$ cat src/nvw_pkg.sv
// Purpose: shared constants and types for the bytewide nvram host
// Assumes: 50 MHz system clock, one access at a time
// Notes: times are kept in their own unit, cycle counts derive from them
package nvw_pkg;

    // clock
    localparam int CLK_NS = 20;

    // pin, timer and run counter widths
    localparam int ADDR_W = 15;
    localparam int DATA_W = 8;
    localparam int TMR_W = 20;
    localparam int RUN_W = 4;

    // times at the upper supply range, ns
    localparam int T_CA_HI_NS = 70;
    localparam int T_CW_HI_NS = 70;
    localparam int T_WP_HI_NS = 40;
    localparam int T_PC_HI_NS = 60;
    localparam int T_ACC_HI_NS = 70;

    // times at the low supply range, ns
    localparam int T_CA_LO_NS = 80;
    localparam int T_CW_LO_NS = 80;
    localparam int T_WP_LO_NS = 50;
    localparam int T_PC_LO_NS = 65;
    localparam int T_ACC_LO_NS = 80;

    // power sequencing
    localparam int T_PU_MS = 10;
    localparam int T_PD_US = 0;

    // least time in ns to whole cycles, never below one
    function automatic int cyc(input int ns);
        int c;
        c = (ns + CLK_NS - 1) / CLK_NS;
        return (c < 1) ? 1 : c;
    endfunction

    function automatic int imax(input int a, input int b);
        return (a > b) ? a : b;
    endfunction

    // derived cycle counts
    localparam int CA_CYC_HI = cyc(T_CA_HI_NS);
    localparam int CW_CYC_HI = cyc(T_CW_HI_NS);
    localparam int WP_CYC_HI = cyc(T_WP_HI_NS);
    localparam int PC_CYC_HI = cyc(T_PC_HI_NS);
    localparam int ACT_CYC_HI =
        imax(imax(CA_CYC_HI, CW_CYC_HI), cyc(T_ACC_HI_NS));
    localparam int CA_CYC_LO = cyc(T_CA_LO_NS);
    localparam int CW_CYC_LO = cyc(T_CW_LO_NS);
    localparam int WP_CYC_LO = cyc(T_WP_LO_NS);
    localparam int PC_CYC_LO = cyc(T_PC_LO_NS);
    localparam int ACT_CYC_LO =
        imax(imax(CA_CYC_LO, CW_CYC_LO), cyc(T_ACC_LO_NS));
    localparam int PWRUP_CYC = T_PU_MS * 1000000 / CLK_NS;

    // host sequencer states
    typedef enum logic [2:0] {
        NVW_ST_PWRUP = 3'h0,
        NVW_ST_IDLE = 3'h1,
        NVW_ST_WSET = 3'h2,
        NVW_ST_WACT = 3'h3,
        NVW_ST_RACT = 3'h4,
        NVW_ST_PRE = 3'h5
    } nvw_state_t;

endpackage

$ cat src/nvw_tmr_if.sv
// Purpose: load and expiry signals between sequencer and interval timer
// Assumes: one timer per sequencer
// Notes: expired is high while the loaded count has run out
`timescale 1ns/1ps
interface nvw_tmr_if;
    logic load;
    logic [nvw_pkg::TMR_W-1:0] value;
    logic expired;
    modport ctrl (output load, output value, input expired);
    modport timer (input load, input value, output expired);
endinterface

$ cat src/nvw_timer.sv
// Purpose: down counter that times the active and precharge phases of a bus access
// Assumes: load of n gives expiry n cycles after the loading edge
// Notes: count rests at zero, so a fresh timer reads as expired
`timescale 1ns/1ps
module nvw_timer (
    // clock and reset
    input wire logic clk,
    input wire logic rst,
    // control from the sequencer
    nvw_tmr_if.timer tif
);
    typedef struct packed {
        logic [nvw_pkg::TMR_W-1:0] cnt;
    } nvw_tmr_state_t;

    nvw_tmr_state_t s_q;
    nvw_tmr_state_t s_d;

    // load wins, else count down to zero and hold
    always_comb begin
        s_d = s_q;
        if (tif.load) begin
            s_d.cnt = tif.value;
        end else if (s_q.cnt != '0) begin
            s_d.cnt = s_q.cnt - 1'b1;
        end
    end

    // state register
    always_ff @(posedge clk) begin
        if (rst) begin
            s_q <= '0;
        end else begin
            s_q <= s_d;
        end
    end

    assign tif.expired = (s_q.cnt == '0);
endmodule

$ cat src/nvw_host.sv
// Purpose: host side sequencer driving a 32K x 8 bytewide nvram
// Assumes: pins sampled and driven on SYS_CLK, data input synchronous
// Notes: writes are chip-select timed, write strobe falls first
//
// Behaviour
// RL1: chip select fall latches address, starts write
// RL2: chip select low long enough before strobe rises
// RL3: write strobe held low for its minimum width
// RL4: chip select active time met every write
// RL5: device releases data pins soon after strobe
// RL6: output enable only gates the data buffers
// RL7: wait power-up interval before first access
// RL8: power may drop once strobe returns high
// RL9: select low with strobe high means read
// RL10: select returns high between every two accesses
`timescale 1ns/1ps
module nvw_host #(
    parameter bit LOW_SUPPLY = 1'b0,
    parameter int PWRUP_CYCLES = nvw_pkg::PWRUP_CYC
) (
    // clock and reset
    input wire logic SYS_CLK,
    input wire logic RESET,
    // user request side
    input wire logic REQ_VALID,
    input wire logic REQ_WRITE,
    input wire logic [nvw_pkg::ADDR_W-1:0] REQ_ADDR,
    input wire logic [nvw_pkg::DATA_W-1:0] REQ_WDATA,
    output logic REQ_READY,
    // user answer side
    output logic RSP_VALID,
    output logic [nvw_pkg::DATA_W-1:0] RSP_RDATA,
    output logic PWR_SAFE,
    // memory control pins
    output logic NV_CE_N,
    output logic NV_WE_N,
    output logic NV_OE_N,
    output logic [nvw_pkg::ADDR_W-1:0] NV_ADDR,
    // memory data pins
    output logic [nvw_pkg::DATA_W-1:0] NV_DQ_O,
    output logic NV_DQ_OE_N,
    input wire logic [nvw_pkg::DATA_W-1:0] NV_DQ_I
);
    localparam int TW = nvw_pkg::TMR_W;
    localparam int RW = nvw_pkg::RUN_W;
    localparam int ACT_CYC =
        LOW_SUPPLY ? nvw_pkg::ACT_CYC_LO : nvw_pkg::ACT_CYC_HI;
    localparam int PC_CYC =
        LOW_SUPPLY ? nvw_pkg::PC_CYC_LO : nvw_pkg::PC_CYC_HI;
    localparam int CA_CYC =
        LOW_SUPPLY ? nvw_pkg::CA_CYC_LO : nvw_pkg::CA_CYC_HI;
    localparam int CW_CYC =
        LOW_SUPPLY ? nvw_pkg::CW_CYC_LO : nvw_pkg::CW_CYC_HI;
    localparam int WP_CYC =
        LOW_SUPPLY ? nvw_pkg::WP_CYC_LO : nvw_pkg::WP_CYC_HI;
    localparam logic [TW-1:0] ACT_LD = TW'(ACT_CYC - 1);
    localparam logic [TW-1:0] PC_LD = TW'(PC_CYC - 1);
    localparam logic [TW-1:0] PU_LD = TW'(PWRUP_CYCLES - 1);
    localparam logic [RW-1:0] RUN_MAX = '1;

    // refuse counts the timer or the run counters cannot hold
    if (PWRUP_CYCLES < 1 || PWRUP_CYCLES >= (1 << TW)) begin : g_chk_pu
        $error("power-up count does not fit the timer");
    end
    if (ACT_CYC > 2 ** RW - 1 || PC_CYC > 2 ** RW - 1) begin : g_chk_act
        $error("phase counts exceed run counter range");
    end

    typedef struct packed {
        nvw_pkg::nvw_state_t st;
        logic pwr_arm;
        logic [nvw_pkg::ADDR_W-1:0] addr;
        logic [nvw_pkg::DATA_W-1:0] wdata;
        logic [nvw_pkg::DATA_W-1:0] rdata;
        logic rsp;
        logic ready;
        logic safe;
        logic ce_n;
        logic we_n;
        logic oe_n;
        logic dq_oe_n;
        logic [RW-1:0] ce_run;
        logic [RW-1:0] we_run;
        logic [RW-1:0] ce_hi_run;
        logic [TW-1:0] since_rst;
    } nvw_host_state_t;

    localparam nvw_host_state_t RST_S = '{
        st: nvw_pkg::NVW_ST_PWRUP,
        pwr_arm: 1'b0,
        addr: '0,
        wdata: '0,
        rdata: '0,
        rsp: 1'b0,
        ready: 1'b0,
        safe: 1'b1,
        ce_n: 1'b1,
        we_n: 1'b1,
        oe_n: 1'b1,
        dq_oe_n: 1'b1,
        ce_run: '0,
        we_run: '0,
        ce_hi_run: '0,
        since_rst: '0
    };

    nvw_host_state_t s_q;
    nvw_host_state_t s_d;
    nvw_tmr_if tmr_bus ();

    // phase timer
    nvw_timer u_timer (
        .clk (SYS_CLK),
        .rst (RESET),
        .tif (tmr_bus)
    );

    // sequencer next state, timer loads and pin values
    always_comb begin
        s_d = s_q;
        s_d.rsp = 1'b0;
        tmr_bus.load = 1'b0;
        tmr_bus.value = '0;
        case (s_q.st)
            nvw_pkg::NVW_ST_PWRUP: begin
                if (!s_q.pwr_arm) begin
                    tmr_bus.load = 1'b1; // [RL7]
                    tmr_bus.value = PU_LD;
                    s_d.pwr_arm = 1'b1;
                end else if (tmr_bus.expired) begin
                    s_d.st = nvw_pkg::NVW_ST_IDLE; // [RL7]
                end
            end
            nvw_pkg::NVW_ST_IDLE: begin
                if (REQ_VALID && s_q.ready) begin
                    s_d.addr = REQ_ADDR;
                    if (REQ_WRITE) begin
                        s_d.wdata = REQ_WDATA;
                        s_d.st = nvw_pkg::NVW_ST_WSET;
                    end else begin
                        tmr_bus.load = 1'b1;
                        tmr_bus.value = ACT_LD;
                        s_d.st = nvw_pkg::NVW_ST_RACT; // [RL9]
                    end
                end
            end
            nvw_pkg::NVW_ST_WSET: begin
                // strobe already low, select falls next: write begins
                tmr_bus.load = 1'b1;
                tmr_bus.value = ACT_LD;
                s_d.st = nvw_pkg::NVW_ST_WACT; // [RL1]
            end
            nvw_pkg::NVW_ST_WACT: begin
                if (tmr_bus.expired) begin
                    s_d.rsp = 1'b1;
                    tmr_bus.load = 1'b1;
                    tmr_bus.value = PC_LD;
                    s_d.st = nvw_pkg::NVW_ST_PRE; // [RL2] [RL3] [RL4]
                end
            end
            nvw_pkg::NVW_ST_RACT: begin
                if (tmr_bus.expired) begin
                    s_d.rdata = NV_DQ_I; // [RL9]
                    s_d.rsp = 1'b1;
                    tmr_bus.load = 1'b1;
                    tmr_bus.value = PC_LD;
                    s_d.st = nvw_pkg::NVW_ST_PRE;
                end
            end
            nvw_pkg::NVW_ST_PRE: begin
                if (tmr_bus.expired) begin
                    s_d.st = nvw_pkg::NVW_ST_IDLE; // [RL10]
                end
            end
            default: begin
                s_d.st = nvw_pkg::NVW_ST_IDLE;
            end
        endcase
        // pins follow the next state so they leave flip-flops
        s_d.ce_n = !(s_d.st == nvw_pkg::NVW_ST_WACT ||
                     s_d.st == nvw_pkg::NVW_ST_RACT); // [RL10]
        s_d.we_n = !(s_d.st == nvw_pkg::NVW_ST_WSET ||
                     s_d.st == nvw_pkg::NVW_ST_WACT);
        s_d.oe_n = (s_d.st != nvw_pkg::NVW_ST_RACT); // [RL6]
        s_d.dq_oe_n = s_d.we_n; // [RL5]
        s_d.ready = (s_d.st == nvw_pkg::NVW_ST_IDLE);
        s_d.safe = s_d.we_n; // [RL8]
        // run lengths of pin levels, saturating
        if (s_d.ce_n) begin
            s_d.ce_run = '0;
            s_d.ce_hi_run = (s_q.ce_hi_run == RUN_MAX) ?
                RUN_MAX : s_q.ce_hi_run + 1'b1;
        end else begin
            s_d.ce_hi_run = '0;
            s_d.ce_run = (s_q.ce_run == RUN_MAX) ?
                RUN_MAX : s_q.ce_run + 1'b1;
        end
        if (s_d.we_n) begin
            s_d.we_run = '0;
        end else begin
            s_d.we_run = (s_q.we_run == RUN_MAX) ?
                RUN_MAX : s_q.we_run + 1'b1;
        end
        if (s_q.since_rst != '1) begin
            s_d.since_rst = s_q.since_rst + 1'b1;
        end
    end

    // state register
    always_ff @(posedge SYS_CLK) begin
        if (RESET) begin
            s_q <= RST_S;
        end else begin
            s_q <= s_d;
        end
    end

    // outputs straight from the state register
    assign REQ_READY = s_q.ready;
    assign RSP_VALID = s_q.rsp;
    assign RSP_RDATA = s_q.rdata;
    assign PWR_SAFE = s_q.safe;
    assign NV_CE_N = s_q.ce_n;
    assign NV_WE_N = s_q.we_n;
    assign NV_OE_N = s_q.oe_n;
    assign NV_ADDR = s_q.addr;
    assign NV_DQ_O = s_q.wdata;
    assign NV_DQ_OE_N = s_q.dq_oe_n;
endmodule

$ cat config.mk
export PLATFORM = sky130hd
export DESIGN_NAME = nvw_host
export DESIGN_NICKNAME = d
export VERILOG_FILES = /design/src/nvw_pkg.sv /design/src/nvw_tmr_if.sv /design/src/nvw_timer.sv /design/src/nvw_host.sv
export SDC_FILE = /design/constraint.sdc
export NUM_CORES = 1
export LEC_CHECK = 0
export BUFFER_PORTS_ARGS = -buffer_cell sky130_fd_sc_hd__buf_4
export CORE_ASPECT_RATIO = 0.8
export CORE_MARGIN = 2
export CORE_UTILIZATION = 40
export DETAILED_ROUTE_END_ITERATION = 10
export GPL_ROUTABILITY_DRIVEN = 0
export SETUP_SLACK_MARGIN = 0.2
export SYNTH_ARGS = -nofsm -noshare
export SYNTH_HDL_FRONTEND = slang
export SYNTH_SLANG_ARGS = --single-unit
$ cat constraint.sdc
create_clock -name SYS_CLK -period 4.3 [get_ports SYS_CLK]
set_clock_uncertainty 0.2 [all_clocks]
set_input_delay 0.86 -clock SYS_CLK [delete_from_list [all_inputs] [get_ports SYS_CLK]]
set_output_delay 0.86 -clock SYS_CLK [all_outputs]
set_load 0.03 [all_outputs]
==> results of run 1 <==
[placed cells by master (no fill, tap or decap), types with 6 or more instances in the layout]
cell / n
buf_4: 73
nor2_1: 24
nand2_1: 59
mux2i_1: 9
a21oi_1: 40
xor2_1: 6
dfxtp_1: 60
nand3_1: 13
clkbuf_8: 9
[power groups by stage]
| stage | clock, µW | sequential, µW | combinational (µW) |
|---|---|---|---|
| floorplan | 0 | 592 | 92.5 |
| global placement | 0 | 596 | 125 |
| detailed placement | 0 | 596 | 126 |
| CTS | 550 | 584 | 127 |
| global route | 577 | 586 | 140 |
| finish | 533 | 584 | 127 |
[worst max-delay path by stage]
| stage | startpoint | end | cells past startpoint |
|---|---|---|---|
| CTS | u_timer.s_q[6] | u_timer.s_q[17] | 5 |
| global route | u_timer.s_q[6] | u_timer.s_q[17] | 5 |
| floorplan | REQ_VALID | NV_DQ_OE_N | 4 |
| finish | u_timer.s_q[6] | u_timer.s_q[17] | 5 |
| global placement | u_timer.s_q[6] | u_timer.s_q[17] | 5 |
| detailed placement | u_timer.s_q[6] | u_timer.s_q[17] | 5 |
[per-stage QoR]
step / cell area [µm²] / total power [µW]
global placement: 3140 / 721
CTS: 3350 / 1260
finish: 3350 / 1240
detailed placement: 3140 / 722
floorplan: 2810 / 685
global route: 3350 / 1300
[cell type report]
type | count | area, µm²
clock buffers | 10 | 128
clock inverters | 5 | 77.6
fillers | 673 | 3510
inverters | 4 | 15.0
multi-input cells | 212 | 1270
flip-flops and latches | 60 | 1200
well taps | 87 | 109
repair buffers | 73 | 548
[registers in the layout (all words and copies together), names as in the netlist]
| signal | flops |
|---|---|
| u_timer.s_q | 20 |
| NV_ADDR | 15 |
| NV_DQ_O | 8 |
| RSP_RDATA | 8 |
| s_q | 4 |
| NV_CE_N | 1 |
| NV_DQ_OE_N | 1 |
| NV_OE_N | 1 |
| REQ_READY | 1 |
| RSP_VALID | 1 |
[layer usage]
metal  vias to the layer above  global-route usage  share of wire
met5                         -                   0              0
met4                         0              0.0625          0.014
met3                        10              0.0563          0.077
met2                        81               0.237           0.43
met1                      1022               0.219           0.48
li1                       1151                   -              -
[critical path, stage by stage (launching register included)]
cell	delay, ns
dfxtp_1	0.35
or4_1	0.76
nor4_4	0.66
a22oi_1	0.40
nand2_1	0.20
o22ai_1	0.09
[cell families after synthesis]
logic type | count (synthesis) | synth area share
xor+xnor | 10 | 0.0312
mux | 10 | 0.0360
simple gates | 129 | 0.239
buf+inv | 53 | 0.123
flops | 60 | 0.427
fa+ha+maj | 2 | 0.00890
compound gates | 61 | 0.134
==> summary.txt, run 1 <==
Flow run
  – Max-cap violation count: 0

Synthesis
  – Post-synth EDFFs: 0
  – Sequential area share after synthesis: 0.427
  – #FFs+latches synth: 60
  – Synth area leaders: dfxtp_1 (43%), buf_4 (9.1%), nand2_1 (7.9%), a21oi_1 (7.1%), mux2i_1 (3.2%)
  – Synth Flop Type: dfxtp_1
  – Most common cell in the netlist: dfxtp_1
  – Most frequent cells after synthesis: dfxtp_1 (60), nand2_1 (59), a21oi_1 (40), buf_4 (34), nor2_1 (24)
  – Ys Warns: 0
  – Synth Net Count: ~360
  – Top-area cell type share of the netlist area: 0.427
  – Mapped cell area: between 2000 and 3000 µm²
  – Post-synth ARST share: 0
  – Syn avg cell area: between 8 and 9 µm²
  – Synth cell types: 51
  – Area leader, netlist: dfxtp_1
  – Syn Inst Count: 325

Placement
  – DP HPWL: 4.11 mm
  – Input/output buffers: between 70 and 80
  – Pre-CTS WS: around 1.5 ns
  – Cells after DPL: 436

Pwr
  – Power density over cell area: 372 nW/µm²
  – Part of the power in registers: 0.470
  – Clock Power Share: 0.428
  – P_sw: roughly 300 µW
  – Switch share: 0.237
  – Max IR drop VDD: approximately 140 µV
  – Combinational share of power: 0.102
  – Static Leak: roughly 0.0014 µW
  – Int Power: 948 µW

Worst setup path
  – Reg-to-Reg End: u_timer.s_q[17]
  – CP max FO: 11
  – Reg2reg setup slack: 1.50 ns
  – Reg2reg start: u_timer.s_q[6]
  – Critical Path RT: between 4 and 5 ns
  – Worst setup SP type: flip-flop
  – Worst r2r path cells: 5
  – Critical Path AT: 2.81 ns
  – Critical path endpoint category: flip-flop
  – Critical path class: reg2reg

Detailed routing
  – DR WL/cell: about 13 µm
  – Drt via density: 5.02
  – Initial DRC count: around 190
  – Antenna Nets Post-Route: 0
  – Pre-antenna DRT Iters: 4
  – DRC Markers: 0
  – Via count: 2264
  – Routed WL: ~6.0 mm

Timing
  – Hold slack: about 0.26 ns
  – Post-layout minimum cycle time: around 2.8 ns
  – Fmax: between 300 and 400 MHz
  – TNS Setup: 0 ns
  – Final period utilization: 0.652
  – Max Slew Vio Count: 0
  – Setup ws final: 1.50 ns
  – RSZ-0062 raised after global routing: false
  – # setup viols final: 0
  – Max transition margin: 0.433
  – Worst-Margin Slew: between 0.8 and 0.9 ns
  – Final hold viol count: 0

Min path
  – HP Class: reg2reg
  – Hold Crit Depth: 2
  – Hold endpoint: NV_ADDR[0]
  – Min-delay src: NV_ADDR[0]

CTS
  – Clock transition at path regs: 0.07 ns
  – CTS tree: yes
  – Clk sink count: 60
  – Post-CTS sizing: 0
  – CTS H-tree lvls: 3
  – Setup bufs post-CTS: 0
  – Clk Latency, worst-skew pair: about 0.33 ns
  – Total clock buffers created by CTS: 9
  – Root buf cell: clkbuf_8
  – Max clock buf depth: 2
  – Post-cts hold buffer count: 0

Die
  – Die width: a little under 100 µm
  – Die area: 7720 µm²
  – Die height: slightly below 80 µm
  – Std cell rows: 27
  – Initial cell density of the core: 0.410
  – I/O pin count: between 70 and 80
  – Core outline area: roughly 6900 µm²

Final layout
  – Layout Utilization: 0.488
  – Antenna Cells: 0
  – Final Non-Filler Cells: 451
  – Layout cell share with drive strength beyond 1: 0.269
  – Area grow syn2layout: 19.0%
  – Total Nets Final: just under 400

Global routing
  – Vias in the first global route: ~2100
  – Pin count of the biggest net entering global routing: 51
  – First-pass GRT wire length: approximately 10 mm
  – Antenna violations before repair: 0
  – GRT Total Usage: 0.162
  – GRT overflow: 0

Run status
  – Status: completed
Power figures use the tool's default switching activity.
==> inputs of run 2 (changes only) <==
- clock period: 4.3 -> 2.71 ns (I/O delays scaled with it)
==> summary.txt, run 2 (synthesis results as in run 1) <==
CTS
  – Post-cts hold buffer count: 0 (unchanged)
  – Clk Latency, worst-skew pair: 0.34 ns (was 0.33 ns)
  – CTS tree: yes (unchanged)
  – Clk sink count: 60 (unchanged)
  – Total clock buffers created by CTS: 9 (unchanged)
  – Clock transition at path regs: 0.07 ns (about the same)
  – Root buf cell: clkbuf_8 (unchanged)
  – CTS H-tree lvls: 3 (unchanged)
  – Max clock buf depth: 2 (unchanged)

Worst setup path
  – Critical Path RT: 2.78 ns (was 4.30 ns)
  – Crit path from: u_timer.s_q[10] (was u_timer.s_q[6])
  – Reg2reg start: u_timer.s_q[10] (was u_timer.s_q[6])
  – CP max FO: 13 (was 11)
  – Critical Path Max Stage Delay: 0.60 ns (was 0.76 ns)
  – Crit-path slowest cell: or4_4 (was or4_1)
  – Worst path cell trace: or4_4 -> and4bb_4 -> nand2_4 -> or3_1 -> a21oi_1 (was or4_1 -> nor4_4 -> a22oi_1 -> nand2_1 -> o22ai_1)
  – Worst setup SP type: flip-flop (unchanged)
  – Reg-to-Reg End: u_timer.s_q[0] (was u_timer.s_q[17])
  – Reg2reg setup slack: 0.36 ns (was 1.50 ns)
  – Cell family with most CP delay: simple AND/OR/NAND/NOR gates (unchanged)
  – Worst r2r path cells: 5 (unchanged)
  – Critical path class: reg2reg (unchanged)
  – Critical Path AT: 2.42 ns (was 2.81 ns)
  – Critical path endpoint category: flip-flop (unchanged)
  – WP buf/inv: 0 (unchanged)

Min path
  – Hold endpoint: RSP_RDATA[1] (was NV_ADDR[0])
  – Hold Crit Depth: 3 (was 2)
  – Min-delay src: NV_DQ_I[1] (was NV_ADDR[0])
  – HP Class: in2reg (was reg2reg)

Detailed routing
  – Routed WL: 6.09 mm (was 6.04 mm)
  – Via count: 2272 (was 2264)
  – DR WL/cell: 13.4 µm (about the same)
  – Antenna Nets Post-Route: 0 (unchanged)
  – Initial DRC count: 98 (was 189)
  – Pre-antenna DRT Iters: 4 (unchanged)
  – Drt via density: 4.98 (was 5.02)
  – DRC Markers: 0 (unchanged)

Global routing
  – Antenna violations before repair: 0 (unchanged)
  – GRT overflow: 0 (unchanged)
  – Pin count of the biggest net entering global routing: 35 (was 51)
  – First-pass GRT wire length: 10.0 mm (about the same)
  – Vias in the first global route: 2088 (was 2106)
  – GRT Total Usage: 0.165 (was 0.162)

Die
  – Initial cell density of the core: 0.410 (unchanged)
  – Die area: 7720 µm² (unchanged)
  – Core outline area: 6860 µm² (unchanged)
  – Std cell rows: 27 (unchanged)
  – I/O pin count: 73 (unchanged)
  – Die height: 79.0 µm (unchanged)
  – Die width: 97.7 µm (unchanged)

Timing
  – TNS Setup: 0 ns (unchanged)
  – Final hold viol count: 0 (unchanged)
  – Max transition margin: 0.531 (was 0.433)
  – Post-layout minimum cycle time: 2.35 ns (was 2.80 ns)
  – Max Slew Vio Count: 0 (unchanged)
  – Fmax: 425 MHz (was 357 MHz)
  – RSZ-0062 raised after global routing: false (unchanged)
  – Final period utilization: 0.868 (was 0.652)
  – # setup viols final: 0 (unchanged)
  – Worst-Margin Slew: 0.704 ns (was 0.849 ns)

Pwr
  – Max IR drop VDD: 249 µV (was 144 µV)
  – Power density over cell area: 575 nW/µm² (was 372 nW/µm²)
  – Static Leak: 0.00141 µW (was 0.00140 µW)
  – Overall power: 1940 µW (was 1240 µW)

Final layout
  – Most common cell after layout, fill and taps aside: buf_4 (unchanged)
  – Total Nets Final: 401 (was 397)
  – Layout cell share with drive strength beyond 1: 0.285 (was 0.269)
  – Area grow syn2layout: 20.1% (was 19.0%)
  – Reg with most FFs: u_timer.s_q (unchanged)
  – Antenna Cells: 0 (unchanged)
  – Max reg flops: 20 (unchanged)
  – Most frequent cells in the layout: buf_4 (77), dfxtp_1 (60), nand2_1 (59), a21oi_1 (40), nor2_1 (24) (was buf_4 (73), dfxtp_1 (60), nand2_1 (59), a21oi_1 (40), nor2_1 (24))

Flow run
  – Max-cap violation count: 0 (unchanged)

Placement
  – DP HPWL: 4.28 mm (was 4.11 mm)
  – Input/output buffers: 72 (unchanged)

Run status
  – Status: completed (unchanged)
run 2: cell count changes in the layout (fill, tap and decap cells not counted):
cell | before | now
buf_4 | 73 | 77
clkbuf_1 | 1 | 0
or4_1 | 2 | 1
inv_6 | 0 | 1
or4_4 | 2 | 3
clkinv_2 | 2 | 1
clkinvlp_4 | 1 | 2
clkinv_4 | 0 | 2
bufinv_16 | 2 | 1
run 2: routing by layer:
metal,track usage,vias to the layer above,part of all wire
met5,0,-,0
met4,0.0667,0,0.015
met3,0.0731,9,0.069
met2,0.239,67,0.43
met1,0.216,1035,0.49
li1,-,1161,-
run 2: where the power goes:
| group | total, µW | internal, µW | switching, µW |
|---|---|---|---|
| clock network | 802 | 428 | 374 |
| logic | 212 | 101 | 111 |
| registers | 926 | 902 | 24.1 |
run 2: worst max-delay path by stage:
stage / to / slack [ns] / cells after the start
2_1_floorplan: RSP_RDATA[0] / 0.51 / 6
3_3_place_gp: u_timer.s_q[0] / 0.35 / 6
3_5_place_dp: u_timer.s_q[0] / 0.30 / 6
4_1_cts: u_timer.s_q[0] / 0.27 / 6
5_1_grt: u_timer.s_q[13] / 0.24 / 7
6_report: u_timer.s_q[0] / 0.36 / 5
run 2: worst min-delay path: stages:
cell and delay, ns:
buf_4 0.07, mux2i_1 0.05, nor2_1 0.07
run 2: stage by stage:
step                      setup slack, ns  area [µm²]  utilization  instances  hold slack (ns)
after detailed placement            0.297        3170        0.463        440            0.249
after floorplan                     0.506        2810            -        325            0.237
after CTS                           0.267        3370        0.492        456            0.214
final                               0.359        3380        0.492        456            0.232
after global routing                0.241        3380        0.492        456            0.213
after global placement              0.353        3170        0.463        440            0.242
run 2: timing repair:
action / CTS / global route
resized for setup: 0 / 1
endpoints found under the setup margin: 0 / 5
buffers inserted: 0 / 0
run 2: final cells by class:
| cell class | count | area (µm²) |
|---|---|---|
| fill | 670 | 3480 |
| multi-input combinational | 212 | 1270 |
| sequential | 60 | 1200 |
| timing repair buffer | 77 | 578 |
| clock buffer | 9 | 124 |
| tap | 87 | 109 |
| clock inverter | 7 | 76.3 |
| inverter | 4 | 15.0 |
==> inputs of run 3 (changes only) <==
- BUFFER_PORTS_ARGS: -buffer_cell sky130_fd_sc_hd__buf_4 -> -buffer_cell sky130_fd_sc_hd__buf_2
==> summary.txt, run 3 (synthesis results as in run 1) <==
CTS
  – Setup bufs post-CTS: 0 (unchanged)
  – CTS tree: yes (unchanged)
  – Root buf cell: clkbuf_8 (unchanged)
  – Max clock buf depth: 2 (unchanged)
  – Clk Latency, worst-skew pair: 0.33 ns (was 0.34 ns)
  – Total clock buffers created by CTS: 9 (unchanged)
  – CTS H-tree lvls: 3 (unchanged)
  – Clk sink count: 60 (unchanged)
  – Clock transition at path regs: 0.07 ns (about the same)

Worst setup path
  – Crit-path slowest cell: or4_4 (unchanged)
  – Worst path cell trace: or4_4 -> and4bb_4 -> nand2_4 -> or3_1 -> a21oi_1 (unchanged)
  – Critical Path Max Stage Delay: 0.60 ns (about the same)
  – Critical path endpoint category: flip-flop (unchanged)
  – Critical Path RT: 2.77 ns (was 2.78 ns)
  – Worst setup SP type: flip-flop (unchanged)
  – Critical path class: reg2reg (unchanged)
  – Critical Path AT: 2.41 ns (was 2.42 ns)
  – CP max FO: 13 (unchanged)

Global routing
  – First-pass GRT wire length: 10.0 mm (about the same)
  – GRT overflow: 0 (unchanged)
  – Pin count of the biggest net entering global routing: 24 (was 35)
  – Vias in the first global route: 2106 (was 2088)
  – GRT Total Usage: 0.163 (was 0.165)
  – Antenna violations before repair: 0 (unchanged)

Flow run
  – Max-cap violation count: 0 (unchanged)

Final layout
  – Max reg flops: 20 (unchanged)
  – Most common cell after layout, fill and taps aside: buf_2 (was buf_4)
  – Total Nets Final: 403 (was 401)
  – Final Non-Filler Cells: 458 (was 456)
  – Antenna Cells: 0 (unchanged)
  – Reg with most FFs: u_timer.s_q (unchanged)
  – Layout cell share with drive strength beyond 1: 0.286 (was 0.285)
  – Area grow syn2layout: 14.3% (was 20.1%)
  – Layout Utilization: 0.469 (was 0.492)
  – Most frequent cells in the layout: buf_2 (72), dfxtp_1 (60), nand2_1 (59), a21oi_1 (40), nor2_1 (24) (was buf_4 (77), dfxtp_1 (60), nand2_1 (59), a21oi_1 (40), nor2_1 (24))
  – Fill cells: 681 (was 670)

Placement
  – Pre-CTS WS: 0.356 ns (was 0.297 ns)
  – DP HPWL: 4.26 mm (was 4.28 mm)
  – Cells after DPL: 442 (was 440)
  – Input/output buffers: 72 (unchanged)

Detailed routing
  – DRC Markers: 0 (unchanged)
  – Initial DRC count: 104 (was 98)
  – Via count: 2289 (was 2272)
  – Antenna Nets Post-Route: 0 (unchanged)
  – Drt via density: 5.00 (was 4.98)
  – Pre-antenna DRT Iters: 4 (unchanged)
  – DR WL/cell: 12.9 µm (was 13.4 µm)
  – Routed WL: 5.92 mm (was 6.09 mm)

Pwr
  – Max IR drop VDD: 374 µV (was 249 µV)
  – Static Leak: 0.00140 µW (was 0.00141 µW)
  – Power density over cell area: 602 nW/µm² (was 575 nW/µm²)
  – Overall power: 1940 µW (about the same)

Timing
  – Max transition margin: 0.671 (was 0.531)
  – Max Slew Vio Count: 0 (unchanged)
  – Post-layout minimum cycle time: 2.35 ns (about the same)
  – Final hold viol count: 0 (unchanged)
  – Worst-Margin Slew: 0.494 ns (was 0.704 ns)
  – Final period utilization: 0.867 (was 0.868)
  – RSZ-0062 raised after global routing: false (unchanged)
  – TNS Setup: 0 ns (unchanged)
  – Setup ws final: 0.362 ns (was 0.359 ns)
  – # setup viols final: 0 (unchanged)
  – Fmax: 426 MHz (was 425 MHz)

Run status
  – Status: completed (unchanged)

Die
  – I/O pin count: 73 (unchanged)
  – Die height: 79.0 µm (unchanged)
  – Std cell rows: 27 (unchanged)
  – Core outline area: 6860 µm² (unchanged)
  – Initial cell density of the core: 0.410 (unchanged)
  – Die width: 97.7 µm (unchanged)
  – Die area: 7720 µm² (unchanged)

Min path
  – HP Class: in2reg (unchanged)
run 3: area by class of cell:
class,count,area (µm²),area share
clock inverter,4,47.5,0.0148
multi-input combinational,212,1270,0.396
clock buffer,12,155,0.0483
inverter,4,15.0,0.00467
sequential,60,1200,0.374
timing repair buffer,79,413,0.128
tap,87,109,0.0339
run 3: metal layers:
| layer | track usage | share of wire | vias up |
|---|---|---|---|
| met5 | 0 | 0 | - |
| met4 | 0.0583 | 0.011 | 0 |
| met3 | 0.0634 | 0.056 | 6 |
| met2 | 0.237 | 0.44 | 63 |
| met1 | 0.220 | 0.50 | 1054 |
| li1 | - | - | 1166 |
run 3: where the power goes:
| part | internal [µW] | leakage [µW] | switching, µW |
|---|---|---|---|
| clock | 472 | 0.000102 | 336 |
| combinational | 89.3 | 0.000806 | 112 |
| sequential | 902 | 0.000487 | 24.1 |
| total | 1460 | 0.00140 | 473 |
run 3: per-stage QoR:
step / cell area, µm² / hold WS [ns]
global route: 3210 / 0.221
global placement: 3010 / 0.240
CTS: 3210 / 0.219
floorplan: 2810 / 0.237
finish: 3210 / 0.235
detailed placement: 3010 / 0.243
run 3: worst paths after layout:
kind,depth (start not counted),start,to,slack (ns)
worst max-delay path,5,u_timer.s_q[10],u_timer.s_q[0],0.36
worst min-delay path,3,NV_DQ_I[4],RSP_RDATA[4],0.24
worst max register to register,5,u_timer.s_q[10],u_timer.s_q[0],0.36
worst min register to register,2,NV_DQ_O[4],NV_DQ_O[4],0.25
run 3: critical path, delay by kind of cell (launching register included):
kind             cells  cell delay [ns]
AO/OA/AOI/OAI        1             0.12
flip-flops           1             0.36
AND/OR/NAND/NOR      4             1.60
run 3: timing repair:
item	CTS	global route
setup endpoints to repair	0	1
endpoints found under the hold margin	0	0
gates resized for setup	0	1
hold buffers	0	0
